**config.mk**
```make
export PLATFORM = sky130hd
export DESIGN_NAME = isc_ctrl
export DESIGN_NICKNAME = d
export VERILOG_FILES = /design/src/logic/isc_pkg.sv /design/src/logic/isc_limit_cmp.sv /design/src/logic/isc_ctrl.sv
export VERILOG_INCLUDE_DIRS = /design/src /design/src/logic
export SDC_FILE = /design/constraint.sdc
export NUM_CORES = 1
export LEC_CHECK = 0
export ABC_AREA = 1
export BUFFER_PORTS_ARGS = -buffer_cell sky130_fd_sc_hd__clkbuf_2
export CAP_MARGIN = 20
export CORE_ASPECT_RATIO = 0.75
export CORE_MARGIN = 3
export CORE_UTILIZATION = 46
export CTS_CLUSTER_DIAMETER = 200
export CTS_CLUSTER_SIZE = 20
export DETAILED_ROUTE_END_ITERATION = 12
export PLACE_DENSITY = 0.72
export SETUP_SLACK_MARGIN = 0.02
export SYNTH_ARGS = -nofsm -noshare
export SYNTH_HDL_FRONTEND = slang
export SYNTH_SLANG_ARGS = --single-unit
```
**constraint.sdc**
```tcl
create_clock -name clk_i -period 1.5 [get_ports clk_i]
set_clock_uncertainty 0.05 [all_clocks]
set_input_delay 0.225 -clock clk_i [delete_from_list [all_inputs] [get_ports clk_i]]
set_output_delay 0.225 -clock clk_i [all_outputs]
set_load 0.02 [all_outputs]
```
**src/logic/isc_defs.svh**
```systemverilog
// Offsets, field positions, reset values and event bits of the serial source control block
`ifndef ISC_DEFS_SVH
`define ISC_DEFS_SVH

// ==========================================================
// Frame layout
`define ISC_FRAME_W 24
`define ISC_LEVEL_LSB 0
`define ISC_LEVEL_W 12
`define ISC_SIGN_BIT 12
`define ISC_COMP_LSB 13
`define ISC_COMP_W 8
`define ISC_RANGE_LSB 21
`define ISC_RANGE_W 3

// ==========================================================
// Register map
`define ISC_ADDR_STATUS 2'h0
`define ISC_ADDR_MASK 2'h1
`define ISC_ADDR_STATE 2'h2
`define ISC_ADDR_RANGE 2'h3

// ==========================================================
// Event bits and reset values
`define ISC_EV_VLIMIT 0
`define ISC_EV_STORED 1
`define ISC_EV_PWRLOSS 2
`define ISC_EV_W 3
`define ISC_FRAME_RST 24'h000000
`define ISC_EV_RST 3'h0
`define ISC_DATA_RST 8'h00
`define ISC_SYNC_RST 4'h0

`endif

```
**src/logic/isc_pkg.sv**
```systemverilog
// Types shared by the serial source control block
package isc_pkg;
    typedef enum logic [2:0] {
        ISC_RNG_R0A = 3'b000,
        ISC_RNG_R0B = 3'b001,
        ISC_RNG_R1 = 3'b010,
        ISC_RNG_R2A = 3'b011,
        ISC_RNG_R2B = 3'b100,
        ISC_RNG_R3 = 3'b101,
        ISC_RNG_R4A = 3'b110,
        ISC_RNG_R4B = 3'b111
    } isc_range_e;
    typedef logic [23:0] isc_frame_t;
endpackage

```
**src/logic/isc_limit_cmp.sv**
```systemverilog
// Window comparator: measured output voltage against the programmed compliance
module isc_limit_cmp
    import isc_pkg::*;
(
    input wire logic [8:0] meas_volt_i,
    input wire logic [7:0] comp_code_i,
    output logic over_o
);
    logic [8:0] mag;

    // Both polarities: magnitude of a two's complement reading
    always_comb begin
        if (meas_volt_i[8]) begin
            mag = 9'(~meas_volt_i + 9'h001);
        end else begin
            mag = meas_volt_i;
        end
        over_o = (mag > {1'b0, comp_code_i});
    end
endmodule

```
**src/logic/isc_ctrl.sv**
```systemverilog
// Analog side control port: serial chain, stored settings, limit flag, power-event hold
//
// Contract
// - Serial control bits become parallel outputs via shift-and-store chain.
// - Shift on serial clock, transfer to stored outputs by latch.
// - Latch low: data-in returns bits recirculated from chain end.
// - Latch high: data-in returns over-compliance flag.
// - Flag high when output is in voltage limit, else low.
// - Flip-flop holds parallel outputs high impedance during power events.
// - Output level from 12-bit converter code of stored outputs.
// - Sign bit selects converter path gain plus one or minus one.
// - Compliance from 8-bit converter code, one volt per step.
// - Limit asserted only when output exceeds compliance, either polarity.
// - Range outputs close one of five relays plus resistor switch.
`include "isc_defs.svh"
module isc_ctrl
    import isc_pkg::*;
(
    input wire logic clk_i,
    input wire logic nrst_i,
    input wire logic ce_i,
    input wire logic sclk_i,
    input wire logic latch_i,
    input wire logic sdo_i,
    input wire logic pwr_ok_i,
    input wire logic [8:0] meas_volt_i,
    output logic sdi_o,
    output logic [11:0] level_code_o,
    output logic sign_neg_o,
    output logic [7:0] comp_code_o,
    output logic [4:0] range_relay_o,
    output logic [1:0] range_sw_o,
    output logic par_oe_o,
    output logic vlimit_o,
    input wire logic [1:0] addr_i,
    input wire logic [7:0] wdata_i,
    input wire logic wr_i,
    input wire logic rd_i,
    output logic [7:0] rdata_o,
    output logic irq_o
);
    // ==========================================================
    // Pin synchronisers: sclk, latch, sdo, pwr_ok
    logic [3:0] pins;
    logic [3:0] sync1_reg;
    logic [3:0] sync2_reg;
    logic [3:0] prev_reg;

    assign pins = {pwr_ok_i, sdo_i, latch_i, sclk_i};

    genvar gi;
    generate
        for (gi = 0; gi < 4; gi++) begin : g_sync
            always_ff @(posedge clk_i or negedge nrst_i) begin
                if (!nrst_i) begin
                    sync1_reg[gi] <= 1'b0;
                    sync2_reg[gi] <= 1'b0;
                    prev_reg[gi] <= 1'b0;
                end else if (ce_i) begin
                    sync1_reg[gi] <= pins[gi];
                    sync2_reg[gi] <= sync1_reg[gi];
                    prev_reg[gi] <= sync2_reg[gi];
                end
            end
        end
    endgenerate

    logic sclk_s;
    logic latch_s;
    logic sdo_s;
    logic pwr_s;
    logic sclk_rise;
    logic latch_rise;
    logic pwr_fall;

    assign sclk_s = sync2_reg[0];
    assign latch_s = sync2_reg[1];
    assign sdo_s = sync2_reg[2];
    assign pwr_s = sync2_reg[3];
    assign sclk_rise = sclk_s && !prev_reg[0];
    assign latch_rise = latch_s && !prev_reg[1];
    assign pwr_fall = !pwr_s && prev_reg[3];

    // ==========================================================
    // Shift/store chain, hold flop, limit flag, return line
    isc_frame_t shift_reg;
    isc_frame_t shift_next;
    isc_frame_t par_reg;
    isc_frame_t par_next;
    logic hiz_reg;
    logic hiz_next;
    logic vlim_reg;
    logic vlim_next;
    logic sdi_reg;
    logic sdi_next;
    logic over_w;

    isc_limit_cmp u_limit_window_comparator (
        .meas_volt_i(meas_volt_i),
        .comp_code_i(par_reg[`ISC_COMP_LSB +: `ISC_COMP_W]),
        .over_o(over_w)
    );

    always_comb begin
        shift_next = shift_reg;
        par_next = par_reg;
        hiz_next = hiz_reg;
        if (sclk_rise) begin
            shift_next = {shift_reg[`ISC_FRAME_W-2:0], sdo_s};
        end
        if (latch_rise) begin
            par_next = shift_reg;
        end
        // Outputs stay floating until a fresh frame is stored after power returns
        if (!pwr_s) begin
            hiz_next = 1'b1;
        end else if (latch_rise) begin
            hiz_next = 1'b0;
        end
        vlim_next = over_w;
        // True level is sent; the far side undoes its own inversion
        if (latch_s) begin
            sdi_next = vlim_reg;
        end else begin
            sdi_next = shift_reg[`ISC_FRAME_W-1];
        end
    end

    always_ff @(posedge clk_i or negedge nrst_i) begin
        if (!nrst_i) begin
            shift_reg <= `ISC_FRAME_RST;
            par_reg <= `ISC_FRAME_RST;
            hiz_reg <= 1'b1;
            vlim_reg <= 1'b0;
            sdi_reg <= 1'b0;
        end else if (ce_i) begin
            shift_reg <= shift_next;
            par_reg <= par_next;
            hiz_reg <= hiz_next;
            vlim_reg <= vlim_next;
            sdi_reg <= sdi_next;
        end
    end

    // ==========================================================
    // Parallel settings
    isc_range_e range_code;

    assign range_code = isc_range_e'(par_reg[`ISC_RANGE_LSB +: `ISC_RANGE_W]);
    assign level_code_o = par_reg[`ISC_LEVEL_LSB +: `ISC_LEVEL_W];
    assign sign_neg_o = par_reg[`ISC_SIGN_BIT];
    assign comp_code_o = par_reg[`ISC_COMP_LSB +: `ISC_COMP_W];
    assign par_oe_o = !hiz_reg;
    assign vlimit_o = vlim_reg;
    assign sdi_o = sdi_reg;

    // Shared relays also pick one resistor via its switch
    always_comb begin
        range_relay_o = 5'h00;
        range_sw_o = 2'h0;
        unique case (range_code)
            ISC_RNG_R0A: begin
                range_relay_o = 5'h01;
                range_sw_o = 2'h1;
            end
            ISC_RNG_R0B: begin
                range_relay_o = 5'h01;
                range_sw_o = 2'h2;
            end
            ISC_RNG_R1: begin
                range_relay_o = 5'h02;
            end
            ISC_RNG_R2A: begin
                range_relay_o = 5'h04;
                range_sw_o = 2'h1;
            end
            ISC_RNG_R2B: begin
                range_relay_o = 5'h04;
                range_sw_o = 2'h2;
            end
            ISC_RNG_R3: begin
                range_relay_o = 5'h08;
            end
            ISC_RNG_R4A: begin
                range_relay_o = 5'h10;
                range_sw_o = 2'h1;
            end
            ISC_RNG_R4B: begin
                range_relay_o = 5'h10;
                range_sw_o = 2'h2;
            end
        endcase
    end

    // ==========================================================
    // Register port and interrupt
    logic [`ISC_EV_W-1:0] status_reg;
    logic [`ISC_EV_W-1:0] status_next;
    logic [`ISC_EV_W-1:0] mask_reg;
    logic [`ISC_EV_W-1:0] mask_next;
    logic [`ISC_EV_W-1:0] events;
    logic [`ISC_EV_W-1:0] clr;
    logic [7:0] rdata_reg;
    logic [7:0] rdata_next;

    assign events = {pwr_fall, latch_rise, vlim_next && !vlim_reg};

    always_comb begin
        clr = '0;
        mask_next = mask_reg;
        rdata_next = `ISC_DATA_RST;
        if (wr_i && addr_i == `ISC_ADDR_STATUS) begin
            clr = wdata_i[`ISC_EV_W-1:0];
        end
        if (wr_i && addr_i == `ISC_ADDR_MASK) begin
            mask_next = wdata_i[`ISC_EV_W-1:0];
        end
        // New event beats a clear in the same cycle
        status_next = (status_reg & ~clr) | events;
        if (rd_i) begin
            unique case (addr_i)
                `ISC_ADDR_STATUS: rdata_next = {5'h00, status_reg};
                `ISC_ADDR_MASK: rdata_next = {5'h00, mask_reg};
                `ISC_ADDR_STATE: rdata_next = {4'h0, sign_neg_o, hiz_reg, latch_s, vlim_reg};
                `ISC_ADDR_RANGE: rdata_next = {5'h00, range_code};
            endcase
        end
    end

    always_ff @(posedge clk_i or negedge nrst_i) begin
        if (!nrst_i) begin
            status_reg <= `ISC_EV_RST;
            mask_reg <= `ISC_EV_RST;
            rdata_reg <= `ISC_DATA_RST;
        end else if (ce_i) begin
            status_reg <= status_next;
            mask_reg <= mask_next;
            rdata_reg <= rdata_next;
        end
    end

    assign rdata_o = rdata_reg;
    assign irq_o = |(status_reg & mask_reg);
endmodule

```
==> results of run 1 <==
power by group:
group	leakage (nW)	total [mW]	internal [mW]	switching [mW]
clock network	0.0854	1.33	0.599	0.727
logic	1.14	2.51	1.02	1.48
registers	0.915	2.80	2.44	0.355
total	2.14	6.63	4.07	2.57
kinds of logic after synthesis:
kind of cell	share of synthesized area, %
compound gates	13.6
xor+xnor	1.22
fa+ha+maj	3.15
buf+inv	14.0
flops	50.4
other cells	0.105
simple gates	17.4
cells in the final DEF (no fill, tap or decap), drive strengths merged:
cell type and instances:
a21oi 13, a31oi 2, a32o 1, buf 28, clkbuf 61, clkinv 4, clkinvlp 2, conb 4
dfrtp 71, dfstp 1, dlygate4sd3 1, ha 9, inv 55, nand2 113, nand3 11, nand4 1
nor2 21, nor3 1, o2111ai 1, o211ai 2, o21ai 60, o31ai 2, or2 3, xnor2 2
xor2 3
stage by stage:
| stage | setup TNS (ns) | power, mW | hold WS (ns) | setup slack, ns |
|---|---|---|---|---|
| 5_1_grt | -1.12 | 7.13 | 0.0168 | -0.253 |
| 3_3_place_gp | -1.07 | 4.90 | 0.230 | -0.539 |
| 2_1_floorplan | -0.494 | 4.45 | -0.121 | -0.249 |
| 3_5_place_dp | -1.25 | 4.97 | 0.245 | -0.633 |
| 6_report | -0.701 | 6.63 | 0.0416 | -0.177 |
| 4_1_cts | -0.780 | 6.57 | 0.0214 | -0.142 |
worst max-delay path by stage:
stage                              start             to  slack (ns)  cells past startpoint
after global routing      meas_volt_i[1]       vlimit_o       -0.25                     15
after CTS                    par_reg[21]  range_sw_o[0]       -0.14                      4
after global placement    meas_volt_i[1]  status_reg[0]       -0.54                     11
final                     meas_volt_i[1]       vlimit_o       -0.18                     15
after detailed placement  meas_volt_i[1]       vlimit_o       -0.63                     13
after floorplan           meas_volt_i[1]  status_reg[0]       -0.25                     12
per-layer routing:
layer	track usage (%)	wire, um	part of all wire (%)
met5	0	0	0
met4	4.92	64	0.90
met3	5.36	388	5.4
met2	27.3	3240	45
met1	23.4	3440	48
what timing repair did:
item,CTS,global route
setup buffers,4,0
endpoints found under the hold margin,71,0
pin swaps,13,12
hold buffers,1,0
resized for setup,25,20
endpoints found under the setup margin,7,8
area by class of cell:
| class | count | area (um2) | area share [%] |
|---|---|---|---|
| clock buffers | 9 | 124 | 2.90 |
| clock inverters | 7 | 47.5 | 1.11 |
| multi-input cells | 249 | 1380 | 32.2 |
| repair buffers | 81 | 566 | 13.2 |
| well taps | 101 | 126 | 2.96 |
| flip-flops and latches | 72 | 1810 | 42.3 |
| inverters | 54 | 225 | 5.27 |
worst max-delay path, cell delays in order:
cell and delay (ns):
clkbuf_16 0.14, inv_12 0.05, ha_4 0.13, inv_4 0.05, o31ai_4 0.18, xnor2_1 0.10, ha_1 0.33, a21oi_1 0.19
nand3_1 0.10, nand2_1 0.06, nand2_1 0.04, nand2_1 0.07, nand2_2 0.05, nand3_1 0.08, nand2_1 0.06
==> results.md, run 1 <==
- Worst-Skew Late Latency: around 0.34 ns
- Max-Cap Viols: 0
- Hold wc startpoint: sclk_i
- Vias in the first global route: roughly 2,600
- CTS tree: yes
- Final net count: ~500
- Leak Pwr: about 2.1 nW
- Crit share post-route: 112%
- Largest net degree at the start of global routing: 73
- Share of flip-flops with an asynchronous set or reset: 100%
- Worst setup margin: -0.177 ns
- Finished Core Util: 57.5%
- IO Pins: about 70
- Total track usage: approximately 17%
- Hold path endpoint: sync1_reg[0]
- Fillers: ~680
- # clock sinks: 72
- Fmax: 596 MHz
- Final hold violation count: 0
- Syn_area_per_cell: roughly 8.7 um2
- Hold path depth: 3
- Final antenna-violating net count: 0
- Setup crit end kind: flop
- Worst Path Max Fanout: 3
- Area of the core region: roughly 7400 um2
- Most common cell in the netlist: nand2_1
- # port buffers: between 50 and 60
- Total Routed Length: 7.13 mm
- Layout cells sized above 1: 31.6%
- Clock Tree Buf Depth: 2
- Top cell type's share of synthesized area: approximately 50%
- Placed Area: 3920 um2
- Drt via density: around 4.7
- 1st-iter DRT viols: ~220
- Netlist cell types: 35
- Antenna violations before repair: 0
- Post-Syn Instances: about 410
- Flop-to-flop setup slack: -0.06 ns
- Max H-tree Level: 3
- First-pass GRT wire length: 12.0 mm
- Number of flops mapped to enable cells by yosys: 0
- RR Endpoint: vlimit_o
- Status: finished, violations left
- Ys flop type: dfrtp_1
- Synth cell count leaders: nand2_1, dfrtp_1, inv_1, o21ai_1, buf_4
- Total gr overflow: 0
- Cts bufs inserted: 9
- Layout area overhead: 19.5%
- Final setup fails: 6
- Full die area: just under 9000 um2
- Sequential-to-total area share from yosys stat: 50.4%
- Wire per inst: 12.4 um
- Root Driver: clkbuf_8
- Dpl cells: 552
- Most area-hungry cell type in the Yosys netlist: dfrtp_1
- Std-Cell Rows: 27
- Fin. max-slew vios: 0
- Area contributors post-synth: dfrtp_1, nand2_1, buf_4
- RSZ-0062 raised after global routing: yes
- Final instance area: between 4000 and 5000 um2
- R2R cell count: 8
- Setup crit start kind: primary input
- Post-Syn Area: ~3600 um2
- Clk slew on worst S/H paths: around 0.070 ns
- Ant diodes: 0
- Die Wd: around 110 um
- DP Wirelength: 4.90 mm
- WP data arrival: approximately 1.9 ns
- Failing checks: setup timing
- Chip height: 82.4 um
- VDD IR-drop max: ~0.85 mV
- DRT Pass-1 Iters: 4
- GPL Wtd Cong: between 0.8 and 0.9
- Tmin final: between 1.5 and 2 ns
- Synth warn: 0
- Post-Layout Cell Count: 573
- Vias: between 2,000 and 3,000
- Crit path required time: around 1.7 ns
- Reg2reg start: par_reg[15]
- Initial Util: between 40% and 50%
- Pwr dens: between 1500 and 2000 nW/um2
- Crit path kind: primary input to flop
- Hold Path Class: primary input to flop
- Yosys reg bits: 72
- # DRC: 0
Note: power is estimated with default switching activity, not from simulation.
==> inputs of run 2 (changes only) <==
- CTS_BUF_LIST: unset -> sky130_fd_sc_hd__clkbuf_4 sky130_fd_sc_hd__clkbuf_8 sky130_fd_sc_hd__clkbuf_16
- GPL_ROUTABILITY_DRIVEN: unset -> 0
- SKIP_CTS_REPAIR_TIMING: unset -> 1
==> results.md, run 2 (synthesis results as in run 1) <==
- Clk slew on worst S/H paths: 0.07 ns (about the same)
- Drt via density: 4.73 (was 4.74)
- IO Pins: 68 (unchanged)
- Setup TNS: -0.678 ns (was -0.701 ns)
- # port buffers: 58 (unchanged)
- Final instance area: 4250 um2 (was 4270 um2)
- First-pass GRT wire length: 11.7 mm (was 12.0 mm)
- Ant diodes: 0 (unchanged)
- Comb power frac: 37.1% (was 37.8%)
- WHS: 0.0422 ns (was 0.0416 ns)
- Clock Tree Buf Depth: 2 (unchanged)
- Commonest cells after routing, fill and taps aside: nand2_1, dfrtp_1, clkbuf_2 (unchanged)
- Clock share of power: 20.2% (was 20.0%)
- Fin. max-slew vios: 0 (unchanged)
- Switching Fraction: 38.6% (was 38.7%)
- Hold Path Class: primary input to flop (unchanged)
- Worst Path Max Fanout: 3 (unchanged)
- RSZ-0062 raised after global routing: yes (unchanged)
- Tmin final: 1.66 ns (was 1.68 ns)
- Full die area: 8880 um2 (unchanged)
- DP Wirelength: 4.90 mm (unchanged)
- Total gr overflow: 0 (unchanged)
- Internal power: 4.03 mW (was 4.07 mW)
- # clock sinks: 72 (unchanged)
- Chip height: 82.4 um (unchanged)
- Layout cells sized above 1: 31.8% (was 31.6%)
- Crit share post-route: 111% (was 112%)
- Placed Area: 3920 um2 (unchanged)
- # DRC: 0 (unchanged)
- Setup crit start kind: primary input (unchanged)
- Crit path required time: 1.68 ns (about the same)
- Setup WS pre-CTS: -0.633 ns (unchanged)
- Die Wd: 108 um (unchanged)
- VDD IR-drop max: 0.854 mV (about the same)
- Register share of total power: 42.7% (was 42.2%)
- Final antenna-violating net count: 0 (unchanged)
- Total Routed Length: 7.08 mm (was 7.13 mm)
- Reg2reg start: par_reg[17] (was par_reg[15])
- Root Driver: clkbuf_8 (unchanged)
- Final net count: 504 (unchanged)
- Worst setup margin: -0.161 ns (was -0.177 ns)
- Worst-Skew Late Latency: 0.34 ns (about the same)
- Total track usage: 17.0% (was 17.3%)
- Setup crit end kind: flop (unchanged)
- Area of the core region: 7430 um2 (unchanged)
- Cts bufs inserted: 9 (unchanged)
- Switching power: 2.53 mW (was 2.57 mW)
- Largest net degree at the start of global routing: 73 (unchanged)
- Vias: 2,713 (was 2,715)
- Max-Cap Viols: 0 (unchanged)
- Fmax: 602 MHz (was 596 MHz)
- Failing checks: setup timing (unchanged)
- Max H-tree Level: 3 (unchanged)
- Final hold violation count: 0 (unchanged)
- Status: finished, violations left (unchanged)
- Layout area overhead: 19.0% (was 19.5%)
- Hold wc startpoint: sclk_i (unchanged)
- Std-Cell Rows: 27 (unchanged)
- DRT Pass-1 Iters: 4 (unchanged)
- Pwr dens: 1540 nW/um2 (was 1550 nW/um2)
- WP data arrival: 1.84 ns (was 1.85 ns)
- Final setup fails: 6 (unchanged)
- Initial Util: 48.1% (unchanged)
- Commonest non-fill, non-tap cell in the layout: nand2_1 (unchanged)
- Leak Pwr: 2.13 nW (was 2.14 nW)
- Wire per inst: 12.4 um (about the same)
- Worst setup startpoint: meas_volt_i[0] (was meas_volt_i[1])
- Crit path kind: primary input to flop (unchanged)
- CTS tree: yes (unchanged)
- Vias in the first global route: 2,522 (was 2,566)
- Antenna violations before repair: 0 (unchanged)
- 1st-iter DRT viols: 182 (was 216)
## run 2: through the flow
stage,utilization (%),cells,power [mW]
3_3_place_gp,52.7,552,4.90
4_1_cts,55.1,568,6.33
6_report,57.2,573,6.56
5_1_grt,57.2,573,7.06
3_5_place_dp,52.7,552,4.97
2_1_floorplan,-,412,4.45
## run 2: worst paths after layout
path / cells past startpoint / endpoint / slack (ns)
worst max-delay path: 13 / vlimit_o / -0.16
worst min-delay path: 3 / sync1_reg[0] / 0.04
worst max register to register: 8 / vlimit_o / -0.09
worst min register to register: 2 / sync1_reg[2] / 0.42
max in group asynchronous: 3 / hiz_reg / 0.67
min in group asynchronous: 3 / par_reg[3] / 0.39
## run 2: power by group through the flow
stage | Combinational, mW | Clock, mW | Sequential, mW
finish | 2.44 | 1.33 | 2.80
global route | 2.72 | 1.46 | 2.87
CTS | 2.17 | 1.38 | 2.79
detailed placement | 2.15 | 0 | 2.82
global placement | 2.09 | 0 | 2.81
floorplan | 1.68 | 0 | 2.77
## run 2: final cells by class
cell class | instances | area, um2
clock buffer | 9 | 124
clock inverter | 7 | 47.5
fill | 676 | 3180
inverter | 54 | 223
multi-input combinational | 249 | 1370
sequential | 72 | 1810
tap | 101 | 126
timing repair buffer | 81 | 558
## run 2: critical path, stage by stage
cell and delay, ns:
buf_8 0.11, clkinv_4 0.04, ha_4 0.13, inv_4 0.05
o31ai_4 0.17, xnor2_1 0.09, ha_1 0.32, nand2_2 0.08
nor2_2 0.13, nand4_1 0.08, or2_1 0.26, nand3_1 0.09
nand2_1 0.06
## run 2: metal layers
| layer | global-route usage (%) | wire length, um | up-vias | part of all wire (%) |
|---|---|---|---|---|
| met5 | 0 | 0 | - | 0 |
| met4 | 4.92 | 61 | 0 | 0.86 |
| met3 | 5.36 | 372 | 6 | 5.3 |
| met2 | 26.8 | 3220 | 66 | 46 |
| met1 | 22.7 | 3420 | 1258 | 48 |
| li1 | - | - | 1383 | - |
==> inputs of run 3 (changes only) <==
- ABC_AREA: 1 -> unset
==> results.md, run 3 <==
- Clk slew on worst S/H paths: 0.07 ns (about the same)
- # DRC: 0 (unchanged)
- Crit path required time: 1.66 ns (was 1.68 ns)
- Fin. max-slew vios: 0 (unchanged)
- IO Pins: 68 (unchanged)
- Std-Cell Rows: 26 (was 27)
- Bufs and invs on worst path: 2 (was 3)
- Die Wd: 107 um (was 108 um)
- Synth warn: 0 (unchanged)
- Layout area overhead: 25.7% (was 19.0%)
- First-pass GRT wire length: 10.6 mm (was 11.7 mm)
- Total gr overflow: 0 (unchanged)
- Crit-path cells: buf_6, clkinv_4, ha_4, nand2_4, o31ai_4, xnor2_1, ha_1, a211oi_2, o211ai_1, a2111oi_4, o31ai_2 (was buf_8, clkinv_4, ha_4, inv_4, o31ai_4, xnor2_1, ha_1, nand2_2, nor2_2, nand4_1, or2_1, nand3_1, nand2_1)
- Total track usage: 15.3% (was 17.0%)
- Commonest cells after routing, fill and taps aside: dfrtp_1, clkbuf_2, mux2_1 (was nand2_1, dfrtp_1, clkbuf_2)
- Slowest cell delay on critical path: 0.42 ns (was 0.32 ns)
- Final hold violation count: 0 (unchanged)
- VDD IR-drop max: 0.916 mV (was 0.854 mV)
- Largest net degree at the start of global routing: 37 (was 73)
- Fmax: 510 MHz (was 602 MHz)
- Leak Pwr: 2.20 nW (was 2.13 nW)
- Post-Layout Cell Count: 449 (was 573)
- Pwr dens: 1190 nW/um2 (was 1540 nW/um2)
- Ys flop type: dfrtp_1 (unchanged)
- Netlist cell types: 43 (was 35)
- Antenna violations before repair: 0 (unchanged)
- Final antenna-violating net count: 0 (unchanged)
- Vias: 2,235 (was 2,713)
- Worst-Skew Late Latency: 0.33 ns (was 0.34 ns)
- Clock Tree Buf Depth: 2 (unchanged)
- Placed Area: 3980 um2 (was 3920 um2)
- Setup WS pre-CTS: -0.829 ns (was -0.633 ns)
- Post-Syn Area: 3510 um2 (was 3580 um2)
- Final instance area: 4410 um2 (was 4250 um2)
- Number of flops mapped to enable cells by yosys: 0 (unchanged)
- DP Wirelength: 4.62 mm (was 4.90 mm)
- Worst path top cell family by delay: compound AO/OA/AOI/OAI gates (was simple AND/OR/NAND/NOR gates)
- Setup crit start kind: primary input (unchanged)
- Hold Path Class: primary input to flop (unchanged)
- Most area-hungry cell type in the Yosys netlist: dfrtp_1 (unchanged)
- Area contributors post-synth: dfrtp_1, mux2_1, mux2_2 (was dfrtp_1, nand2_1, buf_4)
- Worst setup margin: -0.463 ns (was -0.161 ns)
- 1st-iter DRT viols: 71 (was 182)
- Vias in the first global route: 2,239 (was 2,522)
- Setup crit end kind: flop (unchanged)
- Worst Path Max Fanout: 3 (unchanged)
- Max H-tree Level: 3 (unchanged)
- Tmin final: 1.96 ns (was 1.66 ns)
- Final setup fails: 8 (was 6)
- Total Routed Length: 6.55 mm (was 7.08 mm)
- Chip height: 81.6 um (was 82.4 um)
- Crit share post-route: 131% (was 111%)
- Full die area: 8720 um2 (was 8880 um2)
- Initial Util: 49.5% (was 48.1%)
- Syn_area_per_cell: 12.8 um2 (was 8.74 um2)
- Share of flip-flops with an asynchronous set or reset: 100% (unchanged)
- Crit path kind: primary input to flop (unchanged)
- # port buffers: 58 (unchanged)
- WP data arrival: 2.12 ns (was 1.84 ns)
- Status: finished, violations left (unchanged)
- Ant diodes: 0 (unchanged)
- DRT Pass-1 Iters: 4 (unchanged)
- Final net count: 384 (was 504)
- Post-Syn Instances: 274 (was 409)
- Layout cells sized above 1: 46.2% (was 31.8%)
- Critical path's slowest cell: a2111oi_4 (was ha_1)
- Cts bufs inserted: 9 (unchanged)
- Top cell type's share of synthesized area: 50.6% (was 49.7%)
- Wire per inst: 14.6 um (was 12.4 um)
- Sequential-to-total area share from yosys stat: 51.4% (was 50.4%)
- CTS tree: yes (unchanged)
- Failing checks: setup timing (unchanged)
- Flop-to-flop setup slack: -0.33 ns (was -0.09 ns)
- Max-Cap Viols: 0 (unchanged)
- Commonest non-fill, non-tap cell in the layout: dfrtp_1 (was nand2_1)
- Dpl cells: 423 (was 552)
- Finished Core Util: 62.2% (was 57.2%)
- # clock sinks: 72 (unchanged)
- Drt via density: 4.98 (was 4.73)
- Root Driver: clkbuf_8 (unchanged)
- Synth cell count leaders: dfrtp_1, mux2_1, buf_4, mux2_2 (was nand2_1, dfrtp_1, inv_1, o21ai_1, buf_4)
- RSZ-0062 raised after global routing: yes (unchanged)
- Most common cell in the netlist: dfrtp_1 (was nand2_1)
- Yosys reg bits: 72 (unchanged)
- Area of the core region: 7090 um2 (was 7430 um2)
## run 3: final cells by class
| type | instances | area [um2] |
|---|---|---|
| repair buffers | 93 | 672 |
| clock inverters | 2 | 37.5 |
| fillers | 587 | 2680 |
| well taps | 98 | 123 |
| clock buffers | 13 | 173 |
| flip-flops and latches | 72 | 1810 |
| multi-input cells | 154 | 1520 |
| inverters | 17 | 81.3 |
## run 3: per-layer routing
metal | global-route usage (%) | wire length (um) | part of all wire, %
met2 | 25.0 | 3130 | 48
met4 | 4.21 | 41 | 0.63
met5 | 0 | 0 | 0
met3 | 4.71 | 381 | 5.8
met1 | 20.0 | 2990 | 46
## run 3: path summary, 6_finish.rpt
kind / start / cells past startpoint / to
max: meas_volt_i[1] / 11 / status_reg[0]
min: pwr_ok_i / 2 / sync1_reg[3]
max reg2reg: par_reg[19] / 6 / status_reg[0]
min reg2reg: pwr_s / 1 / hiz_reg
max in group asynchronous: nrst_i / 3 / shift_reg[5]
min in group asynchronous: nrst_i / 2 / rdata_o[2]
## run 3: logic make-up after synthesis
kind of cell    after synthesis  synth area share, %
compound gates               26                 5.92
xor+xnor                      7                 1.75
fa+ha+maj                     9                 3.21
buf+inv                      52                 8.63
flops                        72                 51.4
mux                          65                 21.8
other cells                   1                0.107
simple gates                 42                 7.24
## run 3: per-stage QoR
stage               total power, mW  hold WS [ns]  TNS, ns
detailed placement             3.67         0.128    -1.64
finish                         5.23        0.0751    -1.17
global placement               3.62         0.122    -1.43
floorplan                      3.39        -0.121   -0.904
global route                   5.52        0.0710    -1.82
CTS                            5.27        -0.244    -1.49
## run 3: where the power goes
group / internal (mW) / total, mW / switching [mW]
Combinational: 0.557 / 1.14 / 0.583
Clock: 0.915 / 1.59 / 0.670
Sequential: 2.29 / 2.51 / 0.220
